**src/verilog/volume_regs_pkg.sv**
```systemverilog
`default_nettype none

package volume_regs_pkg;

    // ------------------------------------------------------------
    // Register offsets
    // ------------------------------------------------------------
    localparam logic [7:0] OFF_SILENCE_CFG   = 8'h03;
    localparam logic [7:0] OFF_LEFT_GAIN     = 8'h04;
    localparam logic [7:0] OFF_RIGHT_GAIN    = 8'h05;
    localparam logic [7:0] OFF_OUTPUT_STAGE  = 8'h06;

    // ------------------------------------------------------------
    // Reset values and write masks
    // ------------------------------------------------------------
    localparam logic [7:0] RST_SILENCE_CFG   = 8'h80;
    localparam logic [7:0] WMASK_SILENCE_CFG = 8'h83;
    localparam logic [7:0] RST_GAIN_CODE     = 8'hCF;
    localparam logic [7:0] RST_OUTPUT_STAGE  = 8'h51;
    localparam logic [7:0] READ_UNMAPPED     = 8'h00;

    // ------------------------------------------------------------
    // Field positions
    // ------------------------------------------------------------
    localparam int FADE_BIT         = 7;
    localparam int RIGHT_SILENCE    = 1;
    localparam int LEFT_SILENCE     = 0;
    localparam int BRIDGE_BIT       = 7;
    localparam int RATE_MSB         = 6;
    localparam int RATE_LSB         = 4;
    localparam int AGAIN_MSB        = 3;
    localparam int AGAIN_LSB        = 2;
    localparam int MONO_SRC_BIT     = 1;

    // ------------------------------------------------------------
    // Gain mapping and switching rate table
    // ------------------------------------------------------------
    localparam logic [7:0] MUTE_THRESHOLD  = 8'h07;
    localparam logic [8:0] GAIN_ZERO_CODE  = 9'h0CF;
    localparam logic [39:0] PWM_MULT_TABLE =
        {5'h18, 5'h14, 5'h10, 5'h0E, 5'h0C, 5'h0A, 5'h08, 5'h06};
    localparam logic [5:0] PWM_FIELD_W     = 6'h05;

    // ------------------------------------------------------------
    // Control port
    // ------------------------------------------------------------
    // Arbitrary base address; its low bit comes from the strap pin
    localparam logic [6:0] PORT_ADDR_BASE  = 7'h50;
    localparam logic [3:0] BITS_PER_BYTE   = 4'h8;
    localparam logic [3:0] ACK_DONE        = 4'h9;

    typedef enum logic [2:0] {
        ST_IDLE,
        ST_ADDR,
        ST_SUB,
        ST_WDATA,
        ST_RDATA
    } port_state_e;

endpackage

`default_nettype wire

```
**src/verilog/control_port_slave.sv**
```systemverilog
`timescale 1ns/1ps
`default_nettype none

module control_port_slave (
    // Clock and reset
    input  wire logic       sys_clk,
    input  wire logic       rst,
    // Two-wire pins
    input  wire logic       scl_in,
    input  wire logic       sda_in,
    output logic            sda_out,
    output logic            sda_oe_n,
    // Register side
    input  wire logic [6:0] dev_addr,
    input  wire logic [7:0] rd_data,
    output logic      [7:0] reg_ptr,
    output logic      [7:0] wr_addr,
    output logic      [7:0] wr_data,
    output logic            wr_en
);

    // ------------------------------------------------------------
    // Pin filtering
    // ------------------------------------------------------------
    logic [2:0] scl_sync_reg;
    logic [2:0] sda_sync_reg;
    logic       scl_f_reg;
    logic       sda_f_reg;

    wire scl_f_next = (scl_sync_reg[1] == scl_sync_reg[2]) ? scl_sync_reg[2] : scl_f_reg;
    wire sda_f_next = (sda_sync_reg[1] == sda_sync_reg[2]) ? sda_sync_reg[2] : sda_f_reg;
    wire scl_rise   = scl_f_next & ~scl_f_reg;
    wire scl_fall   = ~scl_f_next & scl_f_reg;
    wire start_seen = scl_f_reg & scl_f_next & sda_f_reg & ~sda_f_next;
    wire stop_seen  = scl_f_reg & scl_f_next & ~sda_f_reg & sda_f_next;

    always_ff @(posedge sys_clk)
    begin
        if (rst)
        begin
            scl_sync_reg <= 3'h7;
            sda_sync_reg <= 3'h7;
            scl_f_reg    <= 1'b1;
            sda_f_reg    <= 1'b1;
        end
        else
        begin
            scl_sync_reg <= {scl_sync_reg[1:0], scl_in};
            sda_sync_reg <= {sda_sync_reg[1:0], sda_in};
            scl_f_reg    <= scl_f_next;
            sda_f_reg    <= sda_f_next;
        end
    end

    // ------------------------------------------------------------
    // Byte engine
    // ------------------------------------------------------------
    volume_regs_pkg::port_state_e state_reg;
    logic [3:0] cnt_reg;
    logic [7:0] shift_reg;
    logic [7:0] ptr_reg;
    logic       rw_reg;
    logic       nack_reg;

    wire in_byte   = (state_reg != volume_regs_pkg::ST_IDLE);
    wire byte_done = (cnt_reg == volume_regs_pkg::BITS_PER_BYTE);
    wire ack_done  = (cnt_reg == volume_regs_pkg::ACK_DONE);
    wire to_read   = (state_reg == volume_regs_pkg::ST_RDATA) ||
                     ((state_reg == volume_regs_pkg::ST_ADDR) && rw_reg);

    assign reg_ptr = ptr_reg;

    always_ff @(posedge sys_clk)
    begin
        if (rst)
        begin
            state_reg <= volume_regs_pkg::ST_IDLE;
            cnt_reg   <= 4'h0;
            shift_reg <= 8'h00;
            ptr_reg   <= 8'h00;
            rw_reg    <= 1'b0;
            nack_reg  <= 1'b0;
            wr_en     <= 1'b0;
            wr_addr   <= 8'h00;
            wr_data   <= 8'h00;
            sda_oe_n  <= 1'b1;
            sda_out   <= 1'b0;
        end
        else
        begin
            wr_en   <= 1'b0;
            sda_out <= 1'b0;
            if (start_seen)
            begin
                state_reg <= volume_regs_pkg::ST_ADDR;
                cnt_reg   <= 4'h0;
                sda_oe_n  <= 1'b1;
            end
            else if (stop_seen)
            begin
                state_reg <= volume_regs_pkg::ST_IDLE;
                sda_oe_n  <= 1'b1;
            end
            else if (in_byte && scl_rise)
            begin
                if (cnt_reg < volume_regs_pkg::BITS_PER_BYTE)
                begin
                    if (state_reg != volume_regs_pkg::ST_RDATA)
                        shift_reg <= {shift_reg[6:0], sda_f_next};
                    cnt_reg <= cnt_reg + 4'h1;
                end
                else if (byte_done)
                begin
                    nack_reg <= sda_f_next;
                    cnt_reg  <= volume_regs_pkg::ACK_DONE;
                end
            end
            else if (in_byte && scl_fall)
            begin
                if (byte_done)
                begin
                    unique case (state_reg)
                        volume_regs_pkg::ST_ADDR:
                        begin
                            if (shift_reg[7:1] == dev_addr)
                            begin
                                sda_oe_n <= 1'b0;
                                rw_reg   <= shift_reg[0];
                            end
                            else
                                state_reg <= volume_regs_pkg::ST_IDLE;
                        end
                        volume_regs_pkg::ST_SUB:
                        begin
                            ptr_reg  <= shift_reg;
                            sda_oe_n <= 1'b0;
                        end
                        volume_regs_pkg::ST_WDATA:
                        begin
                            wr_en    <= 1'b1;
                            wr_addr  <= ptr_reg;
                            wr_data  <= shift_reg;
                            ptr_reg  <= ptr_reg + 8'h01;
                            sda_oe_n <= 1'b0;
                        end
                        default:
                            sda_oe_n <= 1'b1;
                    endcase
                end
                else if (ack_done)
                begin
                    cnt_reg <= 4'h0;
                    if ((state_reg == volume_regs_pkg::ST_RDATA) && nack_reg)
                    begin
                        state_reg <= volume_regs_pkg::ST_IDLE;
                        sda_oe_n  <= 1'b1;
                    end
                    else if (to_read)
                    begin
                        state_reg <= volume_regs_pkg::ST_RDATA;
                        shift_reg <= rd_data;
                        sda_oe_n  <= rd_data[7];
                        ptr_reg   <= ptr_reg + 8'h01;
                    end
                    else
                    begin
                        sda_oe_n  <= 1'b1;
                        state_reg <= (state_reg == volume_regs_pkg::ST_ADDR) ?
                                     volume_regs_pkg::ST_SUB : volume_regs_pkg::ST_WDATA;
                    end
                end
                else if ((state_reg == volume_regs_pkg::ST_RDATA) && (cnt_reg != 4'h0))
                begin
                    shift_reg <= {shift_reg[6:0], 1'b0};
                    sda_oe_n  <= shift_reg[6];
                end
            end
        end
    end

endmodule // control_port_slave

`default_nettype wire

```
**src/verilog/channel_volume_mute_regs.sv**
```systemverilog
`timescale 1ns/1ps
`default_nettype none

// Function
// - Fade bit 7 enables fading, resets set
// - Config bits 6:2 read zero, not writable
// - Right silence bit mutes right channel
// - Left silence bit mutes left; clear unmutes at codes seven and up
// - Left code: all ones +24 dB, 7 -100 dB
// - Codes below seven force the channel mute
// - Right code uses same gain mapping
// - Both gain codes reset to unity 0xCF
// - Bit 7 picks stereo or parallel bridge
// - Bits 6:4 pick switching multiple, halved at double speed
// - Bit 1 picks mono source channel
module channel_volume_mute_regs (
    // Clock and reset
    input  wire logic       sys_clk,
    input  wire logic       rst,
    // Control port pins
    input  wire logic       scl_in,
    input  wire logic       sda_in,
    output logic            sda_out,
    output logic            sda_oe_n,
    input  wire logic       addr_sel,
    // Serial port speed from digital control
    input  wire logic       double_speed,
    // Channel controls
    output logic            fade_enable,
    output logic            left_mute,
    output logic            right_mute,
    output logic      [8:0] left_gain_half_db,
    output logic      [8:0] right_gain_half_db,
    // Output stage controls
    output logic            parallel_bridge_select,
    output logic      [4:0] pwm_rate_multiple,
    output logic      [1:0] analog_gain_select,
    output logic            mono_source_select
);

    // ------------------------------------------------------------
    // Address strap and control port
    // ------------------------------------------------------------
    logic [2:0] strap_sync_reg;
    logic       strap_reg;
    logic [7:0] reg_ptr;
    logic [7:0] wr_addr;
    logic [7:0] wr_data;
    logic       wr_en;
    logic [7:0] rd_data;

    wire [6:0] dev_addr = {volume_regs_pkg::PORT_ADDR_BASE[6:1], strap_reg};

    always_ff @(posedge sys_clk)
    begin
        if (rst)
        begin
            strap_sync_reg <= 3'h0;
            strap_reg      <= 1'b0;
        end
        else
        begin
            strap_sync_reg <= {strap_sync_reg[1:0], addr_sel};
            if (strap_sync_reg[1] == strap_sync_reg[2])
                strap_reg <= strap_sync_reg[2];
        end
    end

    control_port_slave port_i (
        .sys_clk  (sys_clk),
        .rst      (rst),
        .scl_in   (scl_in),
        .sda_in   (sda_in),
        .sda_out  (sda_out),
        .sda_oe_n (sda_oe_n),
        .dev_addr (dev_addr),
        .rd_data  (rd_data),
        .reg_ptr  (reg_ptr),
        .wr_addr  (wr_addr),
        .wr_data  (wr_data),
        .wr_en    (wr_en)
    );

    // ------------------------------------------------------------
    // Register file
    // ------------------------------------------------------------
    logic [7:0] fade_and_channel_silence_reg;
    logic [7:0] left_gain_code_reg;
    logic [7:0] right_gain_code_reg;
    logic [7:0] output_stage_config_reg;

    wire wr_silence = wr_en && (wr_addr == volume_regs_pkg::OFF_SILENCE_CFG);
    wire wr_left    = wr_en && (wr_addr == volume_regs_pkg::OFF_LEFT_GAIN);
    wire wr_right   = wr_en && (wr_addr == volume_regs_pkg::OFF_RIGHT_GAIN);
    wire wr_stage   = wr_en && (wr_addr == volume_regs_pkg::OFF_OUTPUT_STAGE);

    always_ff @(posedge sys_clk)
    begin
        if (rst)
        begin
            fade_and_channel_silence_reg <= volume_regs_pkg::RST_SILENCE_CFG;
            left_gain_code_reg           <= volume_regs_pkg::RST_GAIN_CODE;
            right_gain_code_reg          <= volume_regs_pkg::RST_GAIN_CODE;
            output_stage_config_reg      <= volume_regs_pkg::RST_OUTPUT_STAGE;
        end
        else
        begin
            if (wr_silence)
                fade_and_channel_silence_reg <=
                    wr_data & volume_regs_pkg::WMASK_SILENCE_CFG;
            if (wr_left)
                left_gain_code_reg <= wr_data;
            if (wr_right)
                right_gain_code_reg <= wr_data;
            if (wr_stage)
                output_stage_config_reg <= wr_data;
        end
    end

    assign rd_data =
        (reg_ptr == volume_regs_pkg::OFF_SILENCE_CFG)  ? fade_and_channel_silence_reg :
        (reg_ptr == volume_regs_pkg::OFF_LEFT_GAIN)    ? left_gain_code_reg :
        (reg_ptr == volume_regs_pkg::OFF_RIGHT_GAIN)   ? right_gain_code_reg :
        (reg_ptr == volume_regs_pkg::OFF_OUTPUT_STAGE) ? output_stage_config_reg :
                                                         volume_regs_pkg::READ_UNMAPPED;

    // ------------------------------------------------------------
    // Channel and output stage decode
    // ------------------------------------------------------------
    logic       left_mute_reg;
    logic       right_mute_reg;
    logic [8:0] left_gain_reg;
    logic [8:0] right_gain_reg;
    logic [4:0] pwm_mult_reg;

    wire       left_low  = left_gain_code_reg < volume_regs_pkg::MUTE_THRESHOLD;
    wire       right_low = right_gain_code_reg < volume_regs_pkg::MUTE_THRESHOLD;
    wire       left_mute_next  =
        fade_and_channel_silence_reg[volume_regs_pkg::LEFT_SILENCE] | left_low;
    wire       right_mute_next =
        fade_and_channel_silence_reg[volume_regs_pkg::RIGHT_SILENCE] | right_low;
    // Signed half-decibel gain relative to unity
    wire [8:0] left_gain_next  =
        {1'b0, left_gain_code_reg} - volume_regs_pkg::GAIN_ZERO_CODE;
    wire [8:0] right_gain_next =
        {1'b0, right_gain_code_reg} - volume_regs_pkg::GAIN_ZERO_CODE;
    wire [2:0] rate_code =
        output_stage_config_reg[volume_regs_pkg::RATE_MSB:volume_regs_pkg::RATE_LSB];
    wire [5:0] rate_idx  = 6'(rate_code) * volume_regs_pkg::PWM_FIELD_W;
    wire [4:0] rate_full = volume_regs_pkg::PWM_MULT_TABLE[rate_idx +: 5];
    wire [4:0] pwm_mult_next = double_speed ? {1'b0, rate_full[4:1]} : rate_full;

    always_ff @(posedge sys_clk)
    begin
        if (rst)
        begin
            left_mute_reg  <= 1'b0;
            right_mute_reg <= 1'b0;
            left_gain_reg  <= 9'h000;
            right_gain_reg <= 9'h000;
            pwm_mult_reg   <= 5'h10;
        end
        else
        begin
            left_mute_reg  <= left_mute_next;
            right_mute_reg <= right_mute_next;
            left_gain_reg  <= left_gain_next;
            right_gain_reg <= right_gain_next;
            pwm_mult_reg   <= pwm_mult_next;
        end
    end

    assign fade_enable            =
        fade_and_channel_silence_reg[volume_regs_pkg::FADE_BIT];
    assign left_mute              = left_mute_reg;
    assign right_mute             = right_mute_reg;
    assign left_gain_half_db      = left_gain_reg;
    assign right_gain_half_db     = right_gain_reg;
    assign parallel_bridge_select = output_stage_config_reg[volume_regs_pkg::BRIDGE_BIT];
    assign pwm_rate_multiple      = pwm_mult_reg;
    assign analog_gain_select     =
        output_stage_config_reg[volume_regs_pkg::AGAIN_MSB:volume_regs_pkg::AGAIN_LSB];
    assign mono_source_select     =
        output_stage_config_reg[volume_regs_pkg::MONO_SRC_BIT];

    // ------------------------------------------------------------
    // Assertions
    // ------------------------------------------------------------
    fade_write_a: assert property (@(posedge sys_clk) disable iff (rst)
        wr_silence |=> fade_enable == $past(wr_data[7]))
        else $error("fade enable did not follow write");

    reserved_zero_a: assert property (@(posedge sys_clk) disable iff (rst)
        (reg_ptr == volume_regs_pkg::OFF_SILENCE_CFG) |-> (rd_data[6:2] == 5'h00))
        else $error("reserved config bits read nonzero");

    right_mute_a: assert property (@(posedge sys_clk) disable iff (rst)
        fade_and_channel_silence_reg[1] |=> right_mute)
        else $error("right silence bit did not mute");

    left_unmute_a: assert property (@(posedge sys_clk) disable iff (rst)
        (!fade_and_channel_silence_reg[0] && !left_low) |=> !left_mute)
        else $error("left channel stayed muted");

    left_top_a: assert property (@(posedge sys_clk) disable iff (rst)
        (left_gain_code_reg == 8'hFE) |=> (left_gain_half_db == 9'h02F))
        else $error("left code FE not plus 23.5 dB");

    low_code_mute_a: assert property (@(posedge sys_clk) disable iff (rst)
        (left_low || right_low) |=>
            (left_mute || !$past(left_low)) && (right_mute || !$past(right_low)))
        else $error("low code did not mute");

    right_floor_a: assert property (@(posedge sys_clk) disable iff (rst)
        (right_gain_code_reg == 8'h07) |-> !right_low ##1 (right_gain_half_db == 9'h138))
        else $error("right code 07 not minus 100 dB");

    gain_reset_a: assert property (@(posedge sys_clk)
        $past(rst) |-> (left_gain_code_reg == 8'hCF) && (right_gain_code_reg == 8'hCF))
        else $error("gain codes not at unity after reset");

    gain_step_a: assert property (@(posedge sys_clk) disable iff (rst)
        (($past(left_gain_code_reg) != 8'h00) &&
         (left_gain_code_reg == $past(left_gain_code_reg) - 8'h01)) |=>
            (left_gain_half_db == $past(left_gain_half_db) - 9'h001))
        else $error("gain step not half a decibel per code");

    bridge_write_a: assert property (@(posedge sys_clk) disable iff (rst)
        wr_stage |=> parallel_bridge_select == $past(wr_data[7]))
        else $error("bridge select did not follow write");

    pwm_default_a: assert property (@(posedge sys_clk) disable iff (rst)
        (rate_code == 3'h5) ##1 (rate_code == 3'h5) |->
            (pwm_rate_multiple == ($past(double_speed) ? 5'h08 : 5'h10)))
        else $error("switching multiple wrong for code 101");

    mono_write_a: assert property (@(posedge sys_clk) disable iff (rst)
        wr_stage |=> mono_source_select == $past(wr_data[1]))
        else $error("mono source did not follow write");

endmodule // channel_volume_mute_regs

`default_nettype wire

```
**config.mk**
```make
export PLATFORM = sky130hd
export DESIGN_NAME = channel_volume_mute_regs
export DESIGN_NICKNAME = d
export VERILOG_FILES = /design/src/verilog/volume_regs_pkg.sv /design/src/verilog/control_port_slave.sv /design/src/verilog/channel_volume_mute_regs.sv
export SDC_FILE = /design/constraint.sdc
export NUM_CORES = 1
export LEC_CHECK = 0
export BUFFER_PORTS_ARGS = -buffer_cell sky130_fd_sc_hd__buf_2
export CORE_MARGIN = 2
export CORE_UTILIZATION = 35
export DETAILED_ROUTE_END_ITERATION = 6
export PLACE_DENSITY = 0.63
export SLEW_MARGIN = 25
export SYNTH_ARGS = -nofsm -noshare
export SYNTH_HDL_FRONTEND = slang
export SYNTH_SLANG_ARGS = --single-unit
```
**constraint.sdc**
```tcl
create_clock -name sys_clk -period 3.47 [get_ports sys_clk]
set_input_delay 0.347 -clock sys_clk [delete_from_list [all_inputs] [get_ports sys_clk]]
set_output_delay 0.347 -clock sys_clk [all_outputs]
set_load 0.02 [all_outputs]
```
==> flow_summary.toml, run 1 <==
[setup_path]
r2r_end = "port_i.shift_reg[0]"
cp.arrival_ps = 2610
critPathCaptureType = "flip-flop"
start_kind = "flip-flop"
worst-path-max-fanout = 13
critPathKind = "reg -> reg"
crit_required_ps = 3670
ff2ff_setup_slack_ps = 1050
r2r_start = "port_i.scl_f_reg"
ff2ff_path_depth = 5

[sta]
period_needed_ps = 2420
final-setup-viol-count = 0
tns_ps = 0
worst_pin_slew_ps = 889
slew_headroom_pct = 40.3
fin_crit_sh_pct = 69.7
fmax_ghz = 0.414
skew_ps = 8.91
finalHoldViolations = 0
drv_slew = 0
worst_hold_slack_ps = 175
rsz0062_at_grt = "no"

[synthesis]
synth_common_cells = "107 x dfxtp_1, 71 x nor2_1, 43 x nand2_1"
avgSynthCellArea_um2 = 8.93
synth-edff-count = 0
ys_seq_area_share_pct = 43.5
syn-cell-area_um2 = 4920
synth_top_area_share_pct = 43.5
yosysWarningCount = 0
synth_area_leaders = "dfxtp_1 44%, mux2i_1 7.7%, nor2_1 5.4%"
syn_inst = 551
synth.most_common_cell = "dfxtp_1"
synth_top_cell_by_area = "dfxtp_1"
synth-main-ff-cell = "dfxtp_1"
ys_ff_latch = 107
synth_fp_nets = 567
yosysUniqueCellTypes = 66
synth-async-reset-ratio_pct = 0

[clocking]
cts_buffers = 9
path_clk_slew_ps = 70
cts_tree = "built"
cts_setup_buffers = 0
clock_path_buffers = 2
clockRootBuffer = "clkbuf_16"
clk-insertion-delay-late_ps = 350
hold_buffers = 0
cts.sinks = 107
cts.repair.resized = 0
htree_levels = 3

[finish]
nets = 585
diodes = 0
areaGrowthSynthToFinish_pct = 11.9
drive_above_1_share_pct = 13.2

[floorplanning]
die_x_um = 123
io_pins = 38
core-area_um2 = 13800
die_h_um = 123
initial_core_util_pct = 35.6
die_area_um2 = 15000
rows = 43

[min_path]
worstHoldEndpoint = "port_i.sda_sync_reg[0]"
holdPathStages = 2
min_path_type = "in -> reg"
min-delay-start = "sda_in"

[drt]
wl_um = 11700
drc = 0
drtPass1Iterations = 4
routed-via-count = 4032
drt_iter0_drc = 247
routed_via_density = 5.35
ant_nets = 0
wl_per_cell_um = 15.5

[grt]
grt_max_degree = 87
grtUsageTotal_pct = 16.5
grt_overflow = 0
grt_pass1_wl_um = 19300
antenna_found_initial = 0
grt_pass1_vias = 3861

[power_and_ir_drop]
vdd_ir_drop_max_mv = 0.217
powerDensity_nw_per_um2 = 411
power.leakage_nw = 2.17

[flow_run]
cap_violations = 0

[run_status]
status = "completed"

[placed_design]
numPortBuffers = 36
hpwl_um = 8180
routabilityCongestion = 0.861
## routing by layer
layer / GRT usage [%] / up-vias / part of all wire (%) / routed length (um)
met4: 4.89 / 0 / 1.5 / 172
met3: 4.83 / 13 / 5.0 / 580
met5: 0 / - / 0 / 0
li1: - / 1998 / - / -
met2: 27.6 / 84 / 47 / 5540
met1: 20.4 / 1937 / 46 / 5400
## worst max-delay path, stage by stage, from the launching register on
cell and delay, ps:
dfxtp_1 410, nor3b_2 320, nand2_1 360, a2111oi_4 680
and2_1 370, a311oi_1 130
## where the power goes
| part | internal [mW] | switching [mW] | total (mW) |
|---|---|---|---|
| combinational | 0.0101 | 0.0289 | 0.0390 |
| sequential | 1.23 | 0.00310 | 1.24 |
| clock | 0.517 | 0.472 | 0.989 |
| total | 1.76 | 0.504 | 2.26 |
## cells by family after synthesis
family          count (synthesis)  synth area share, %
mux                            39                 7.96
flops                         107                 43.5
buf+inv                        52                 4.45
compound gates                120                 17.5
other cells                     1               0.0762
xor+xnor                       13                 2.31
simple gates                  208                 21.5
fa+ha+maj                      11                 2.75
## worst max path at each step
| stage | depth (start not counted) | to | start |
|---|---|---|---|
| final | 5 | port_i.shift_reg[0] | port_i.scl_f_reg |
| after global routing | 5 | port_i.shift_reg[5] | port_i.scl_f_reg |
| after CTS | 5 | port_i.shift_reg[0] | port_i.scl_f_reg |
| after detailed placement | 5 | port_i.shift_reg[0] | port_i.scl_f_reg |
| after global placement | 5 | port_i.shift_reg[0] | port_i.state_reg[1] |
| after floorplan | 8 | port_i.shift_reg[0] | port_i.cnt_reg[0] |
## per-stage QoR
| step | setup slack, ps | power (mW) | util, % | cell area [um^2] | cells |
|---|---|---|---|---|---|
| floorplan | 1440 | 1.29 | - | 4920 | 551 |
| global placement | 1200 | 1.30 | 37.8 | 5220 | 738 |
| detailed placement | 1100 | 1.30 | 37.8 | 5220 | 738 |
| CTS | 1070 | 2.29 | 39.9 | 5510 | 754 |
| global route | 893 | 2.35 | 39.9 | 5510 | 754 |
| finish | 1050 | 2.26 | 39.9 | 5510 | 754 |
## layout make-up
cell class / instances / area (um^2)
inverters: 17 / 63.8
clock inverters: 5 / 43.8
clock buffers: 11 / 243
repair buffers: 42 / 225
flip-flops and latches: 107 / 2140
fillers: 1384 / 8320
well taps: 180 / 225
multi-input cells: 392 / 2570
## layout by cell type, fill, tap and decap left out, types with 6 or more instances in the layout
cell | synthesis | layout
or2_2 | 8 | 8
ha_1 | 10 | 10
clkbuf_16 | 0 | 9
nor3_1 | 11 | 11
buf_2 | 7 | 36
buf_4 | 4 | 6
o21ai_0 | 6 | 6
xnor2_1 | 11 | 11
nand3b_1 | 8 | 8
nor2b_1 | 15 | 15
a211oi_1 | 9 | 9
o311ai_1 | 6 | 6
nand4_1 | 6 | 6
nor2_1 | 71 | 71
mux2i_1 | 38 | 38
o211ai_1 | 7 | 7
o31ai_1 | 7 | 7
dfxtp_1 | 107 | 107
nand2_1 | 43 | 43
inv_1 | 17 | 17
a21oi_1 | 34 | 34
nand3_1 | 9 | 9
a31oi_1 | 9 | 9
Note: power is estimated with default switching activity, not from simulation.
==> run 2: changes to the inputs <==
==> constraint.sdc (replaced) <==
create_clock -name sys_clk -period 2.4 [get_ports sys_clk]
set_input_delay 0.24 -clock sys_clk [delete_from_list [all_inputs] [get_ports sys_clk]]
set_output_delay 0.24 -clock sys_clk [all_outputs]
set_load 0.02 [all_outputs]
==> flow_summary.toml, run 2 (synthesized netlist as in run 1, its figures left out) <==
[clocking]
path_clk_slew_ps = 70
hold_buffers = 0
cts.repair.resized = 0
clk-insertion-delay-late_ps = 350
clockRootBuffer = "clkbuf_16"
cts.sinks = 107
cts_tree = "built"
htree_levels = 3
cts_setup_buffers = 0
cts_buffers = 9
clock_path_buffers = 2

[floorplanning]
die_area_um2 = 15000
die_h_um = 123
io_pins = 38
die_x_um = 123
core-area_um2 = 13800
rows = 43
initial_core_util_pct = 35.6

[sta]
final-setup-viol-count = 0
worst_hold_slack_ps = 65.8
rsz0062_at_grt = "no"
slew_headroom_pct = 41.7
fin_crit_sh_pct = 91.8
period_needed_ps = 2200
drv_slew = 0
worst_pin_slew_ps = 875
finalHoldViolations = 0
fmax_ghz = 0.454
tns_ps = 0
skew_ps = 8.47

[finish]
diodes = 0
final_cell_mix = "107 x dfxtp_1, 71 x nor2_1, 43 x nand2_1, 38 x mux2i_1, 36 x buf_2"
areaGrowthSynthToFinish_pct = 13.4
fin_util_pct = 40.4
stdcell_count = 761
layout_commonest_cell = "dfxtp_1"
drive_above_1_share_pct = 14.3
nets = 592

[power_and_ir_drop]
power.leakage_nw = 2.22
internal_power_mw = 2.63
powerDensity_nw_per_um2 = 606
power.share.switching_pct = 22.2
p_clk_share_pct = 45.5
seq_power_share_pct = 52.8
vdd_ir_drop_max_mv = 0.391
p_comb_share_pct = 1.7
switching_power_mw = 0.752

[setup_path]
crit_chain = "ha_1 -> and3b_1 -> o21ai_1 -> a2111oi_0 -> a21oi_1 -> a211oi_1"
crit_required_ps = 2660
cp.arrival_ps = 2460
critPathCaptureType = "flip-flop"
critPathKind = "reg -> reg"
start_kind = "flip-flop"
cp_slowest_cell = "a2111oi_0"
critical_path.max_stage_delay_ps = 540
worst-path-max-fanout = 14

[placed_design]
numPortBuffers = 36
hpwl_um = 7940
place_inst = 745
routabilityCongestion = 0.944

[grt]
grt_max_degree = 87
antenna_found_initial = 0
grt_pass1_wl_um = 19000
grt_pass1_vias = 3777
grtUsageTotal_pct = 16.2
grt_overflow = 0

[drt]
routed-via-count = 4039
drtPass1Iterations = 7
wl_per_cell_um = 14.9
drc = 0
wl_um = 11400
routed_via_density = 5.31
drt_iter0_drc = 270
ant_nets = 0

[flow_run]
cap_violations = 0

[min_path]
min_path_type = "in -> reg"

[run_status]
status = "completed"
==> run 2: final timing paths <==
check	cells past startpoint	start	end	slack [ps]
max	6	port_i.cnt_reg[0]	port_i.shift_reg[5]	200
min	2	sda_in	port_i.sda_sync_reg[0]	70
max reg2reg	6	port_i.cnt_reg[0]	port_i.shift_reg[5]	200
min reg2reg	1	port_i.scl_sync_reg[0]	port_i.scl_sync_reg[1]	410
==> run 2: through the flow <==
step	cell area [um^2]	total power, mW	worst slack [ps]
floorplan	4920	1.87	367
global placement	5280	1.88	348
detailed placement	5280	1.88	237
CTS	5580	3.41	217
global route	5580	3.50	3.80
finish	5580	3.38	196
==> run 2: worst max-delay path, delay by kind of cell (launching register included) <==
kind / cells / cell delay (ps)
simple gates: 1 / 230
flops: 1 / 440
fa+ha+maj: 1 / 230
compound gates: 4 / 1210
==> run 2: power groups by stage <==
stage	clock (mW)	combinational (mW)	sequential [mW]
2_1_floorplan	0	0.0408	1.83
4_1_cts	1.57	0.0567	1.79
5_1_grt	1.65	0.0631	1.79
3_3_place_gp	0	0.0559	1.83
6_report	1.54	0.0566	1.79
3_5_place_dp	0	0.0566	1.83
==> run 2: per-layer routing <==
layer	vias to the layer above	global-route usage [%]	routed length, um
met3	21	3.95	591
met5	-	0	0
met2	120	25.3	5130
met1	1881	21.6	5400
met4	0	5.96	239
li1	2017	-	-
==> run 2: cell type report <==
type | count | area [um^2]
clock inverters | 6 | 78.8
repair buffers | 49 | 278
clock buffers | 10 | 229
fillers | 1330 | 8240
flip-flops and latches | 107 | 2140
inverters | 17 | 63.8
well taps | 180 | 225
multi-input cells | 392 | 2570
==> run 3: changes to the inputs <==
--- a/config.mk
+++ b/config.mk
@@ -5,11 +5,11 @@
 export SDC_FILE = /design/constraint.sdc
 export NUM_CORES = 1
 export LEC_CHECK = 0
-export BUFFER_PORTS_ARGS = -buffer_cell sky130_fd_sc_hd__buf_2
 export CORE_MARGIN = 2
 export CORE_UTILIZATION = 35
 export DETAILED_ROUTE_END_ITERATION = 6
-export PLACE_DENSITY = 0.63
+export DONT_BUFFER_PORTS = 1
+export PLACE_DENSITY = 0.61
 export SLEW_MARGIN = 25
 export SYNTH_ARGS = -nofsm -noshare
 export SYNTH_HDL_FRONTEND = slang
==> flow_summary.toml, run 3 (synthesized netlist as in run 1, its figures left out) <==
[run_status]
status = "finished with violations"
violations = "DRC"

[clocking]
clk-insertion-delay-late_ps = 360
cts.sinks = 107
path_clk_slew_ps = 70
clock_path_buffers = 2
clockRootBuffer = "clkbuf_16"
cts_tree = "built"
cts_buffers = 9
htree_levels = 3

[drt]
wl_um = 11500
routed-via-count = 3927
routed_via_density = 5.40
wl_met1_um = 5300
dr_wl_met3_um = 667
drtPass1Iterations = 7
drc = 1
top_layer_used = "met4"
drt_iter0_drc = 259
ant_nets = 0
wl_per_cell_um = 15.8
wl_met2_um = 5370

[setup_path]
endpoint = "port_i.reg_ptr[0]"
cp.arrival_ps = 2470
crit_family = "simple AND/OR/NAND/NOR gates"
r2r_start = "port_i.state_reg[2]"
path_depth = 5
cp_slowest_cell = "dfxtp_1"
r2r_end = "port_i.reg_ptr[0]"
crit_chain = "or3b_4 -> a211oi_4 -> a21oi_2 -> or4_1 -> a31oi_1"
critical_path.max_stage_delay_ps = 510
crit_path_start = "port_i.state_reg[2]"
ff2ff_path_depth = 5
critPathCaptureType = "flip-flop"
critPathKind = "reg -> reg"
crit_required_ps = 2680
start_kind = "flip-flop"
worst-path-max-fanout = 12
ff2ff_setup_slack_ps = 220
crit_buf_inv = 0

[finish]
fin_util_pct = 39.5
drive_above_1_share_pct = 8.96
areaGrowthSynthToFinish_pct = 11.0
final_cell_mix = "107 x dfxtp_1, 71 x nor2_1, 43 x nand2_1, 38 x mux2i_1, 34 x a21oi_1"
multi_input_area_um2 = 2570
fillers = 1354
seqCellArea_um2 = 2140
nets = 559
layout_commonest_cell = "dfxtp_1"
diodes = 0
finalInstanceArea_um2 = 5460

[sta]
fin_ws_ps = 218
period_needed_ps = 2180
tns_ps = 0
fin_crit_sh_pct = 90.9
fmax_ghz = 0.458
drv_slew = 0
finalHoldViolations = 0
slew_headroom_pct = 60.8
worst_pin_slew_ps = 583
worst_hold_slack_ps = 31.5
skew_ps = 7.89
rsz0062_at_grt = "no"
final-setup-viol-count = 0

[grt]
grt_pass1_wl_um = 19100
grt_overflow = 0
grtUsageTotal_pct = 16.3
grt_pass1_vias = 3716
antenna_found_initial = 0
grt_max_degree = 87

[placed_design]
routabilityCongestion = 0.878
placed_cell_area_um2 = 5090
hpwl_um = 7980
pre_cts_slack_ps = 149
numPortBuffers = 0

[floorplanning]
io_pins = 38
die_area_um2 = 15000
rows = 43
core-area_um2 = 13800
die_x_um = 123
initial_core_util_pct = 35.6
die_h_um = 123

[power_and_ir_drop]
powerDensity_nw_per_um2 = 619
power.leakage_nw = 2.05
vdd_ir_drop_max_mv = 0.341

[flow_run]
cap_violations = 0

[min_path]
min_path_type = "in -> reg"
holdPathStages = 1
[run 3: how the worst min path moves through the flow]
stage,startpoint,to
floorplan,scl_in,port_i.scl_sync_reg[0]
global placement,rst,port_i.nack_reg
detailed placement,rst,port_i.nack_reg
CTS,addr_sel,strap_sync_reg[0]
global route,addr_sel,strap_sync_reg[0]
finish,addr_sel,strap_sync_reg[0]
[run 3: area by class of cell]
class | count | area share, %
sequential | 107 | 39.2
multi-input combinational | 392 | 47.1
inverter | 17 | 1.17
timing repair buffer | 16 | 2.66
clock buffer | 11 | 4.63
tap | 180 | 4.12
clock inverter | 4 | 1.05
[run 3: what timing repair did]
item                                    4_1_cts  5_1_grt
endpoints found under the hold margin        86        0
endpoints found under the setup margin        0        5
hold buffers                                  3        0
resized for setup                             0        4
setup buffers                                 0        1
[run 3: power by group]
part           total [mW]  switching, mW  internal [mW]
registers            1.79        0.00687           1.78
logic              0.0535         0.0366         0.0169
clock network        1.54          0.669          0.871
[run 3: routing by layer]
| metal | up-vias | track usage, % |
|---|---|---|
| met5 | - | 0 |
| met4 | 0 | 4.67 |
| met3 | 12 | 5.30 |
| met2 | 106 | 26.6 |
| met1 | 1864 | 20.6 |
| li1 | 1945 | - |
[run 3: through the flow]
stage	power, mW	instances
floorplan	1.87	551
global placement	1.85	708
detailed placement	1.86	708
CTS	3.42	726
global route	3.50	727
finish	3.38	727
[run 3: worst register-to-register path, delay by kind of cell, from the launching register on]
kind | cells | cell delay [ps]
AO/OA/AOI/OAI | 3 | 640
flip-flops | 1 | 510
AND/OR/NAND/NOR | 2 | 950
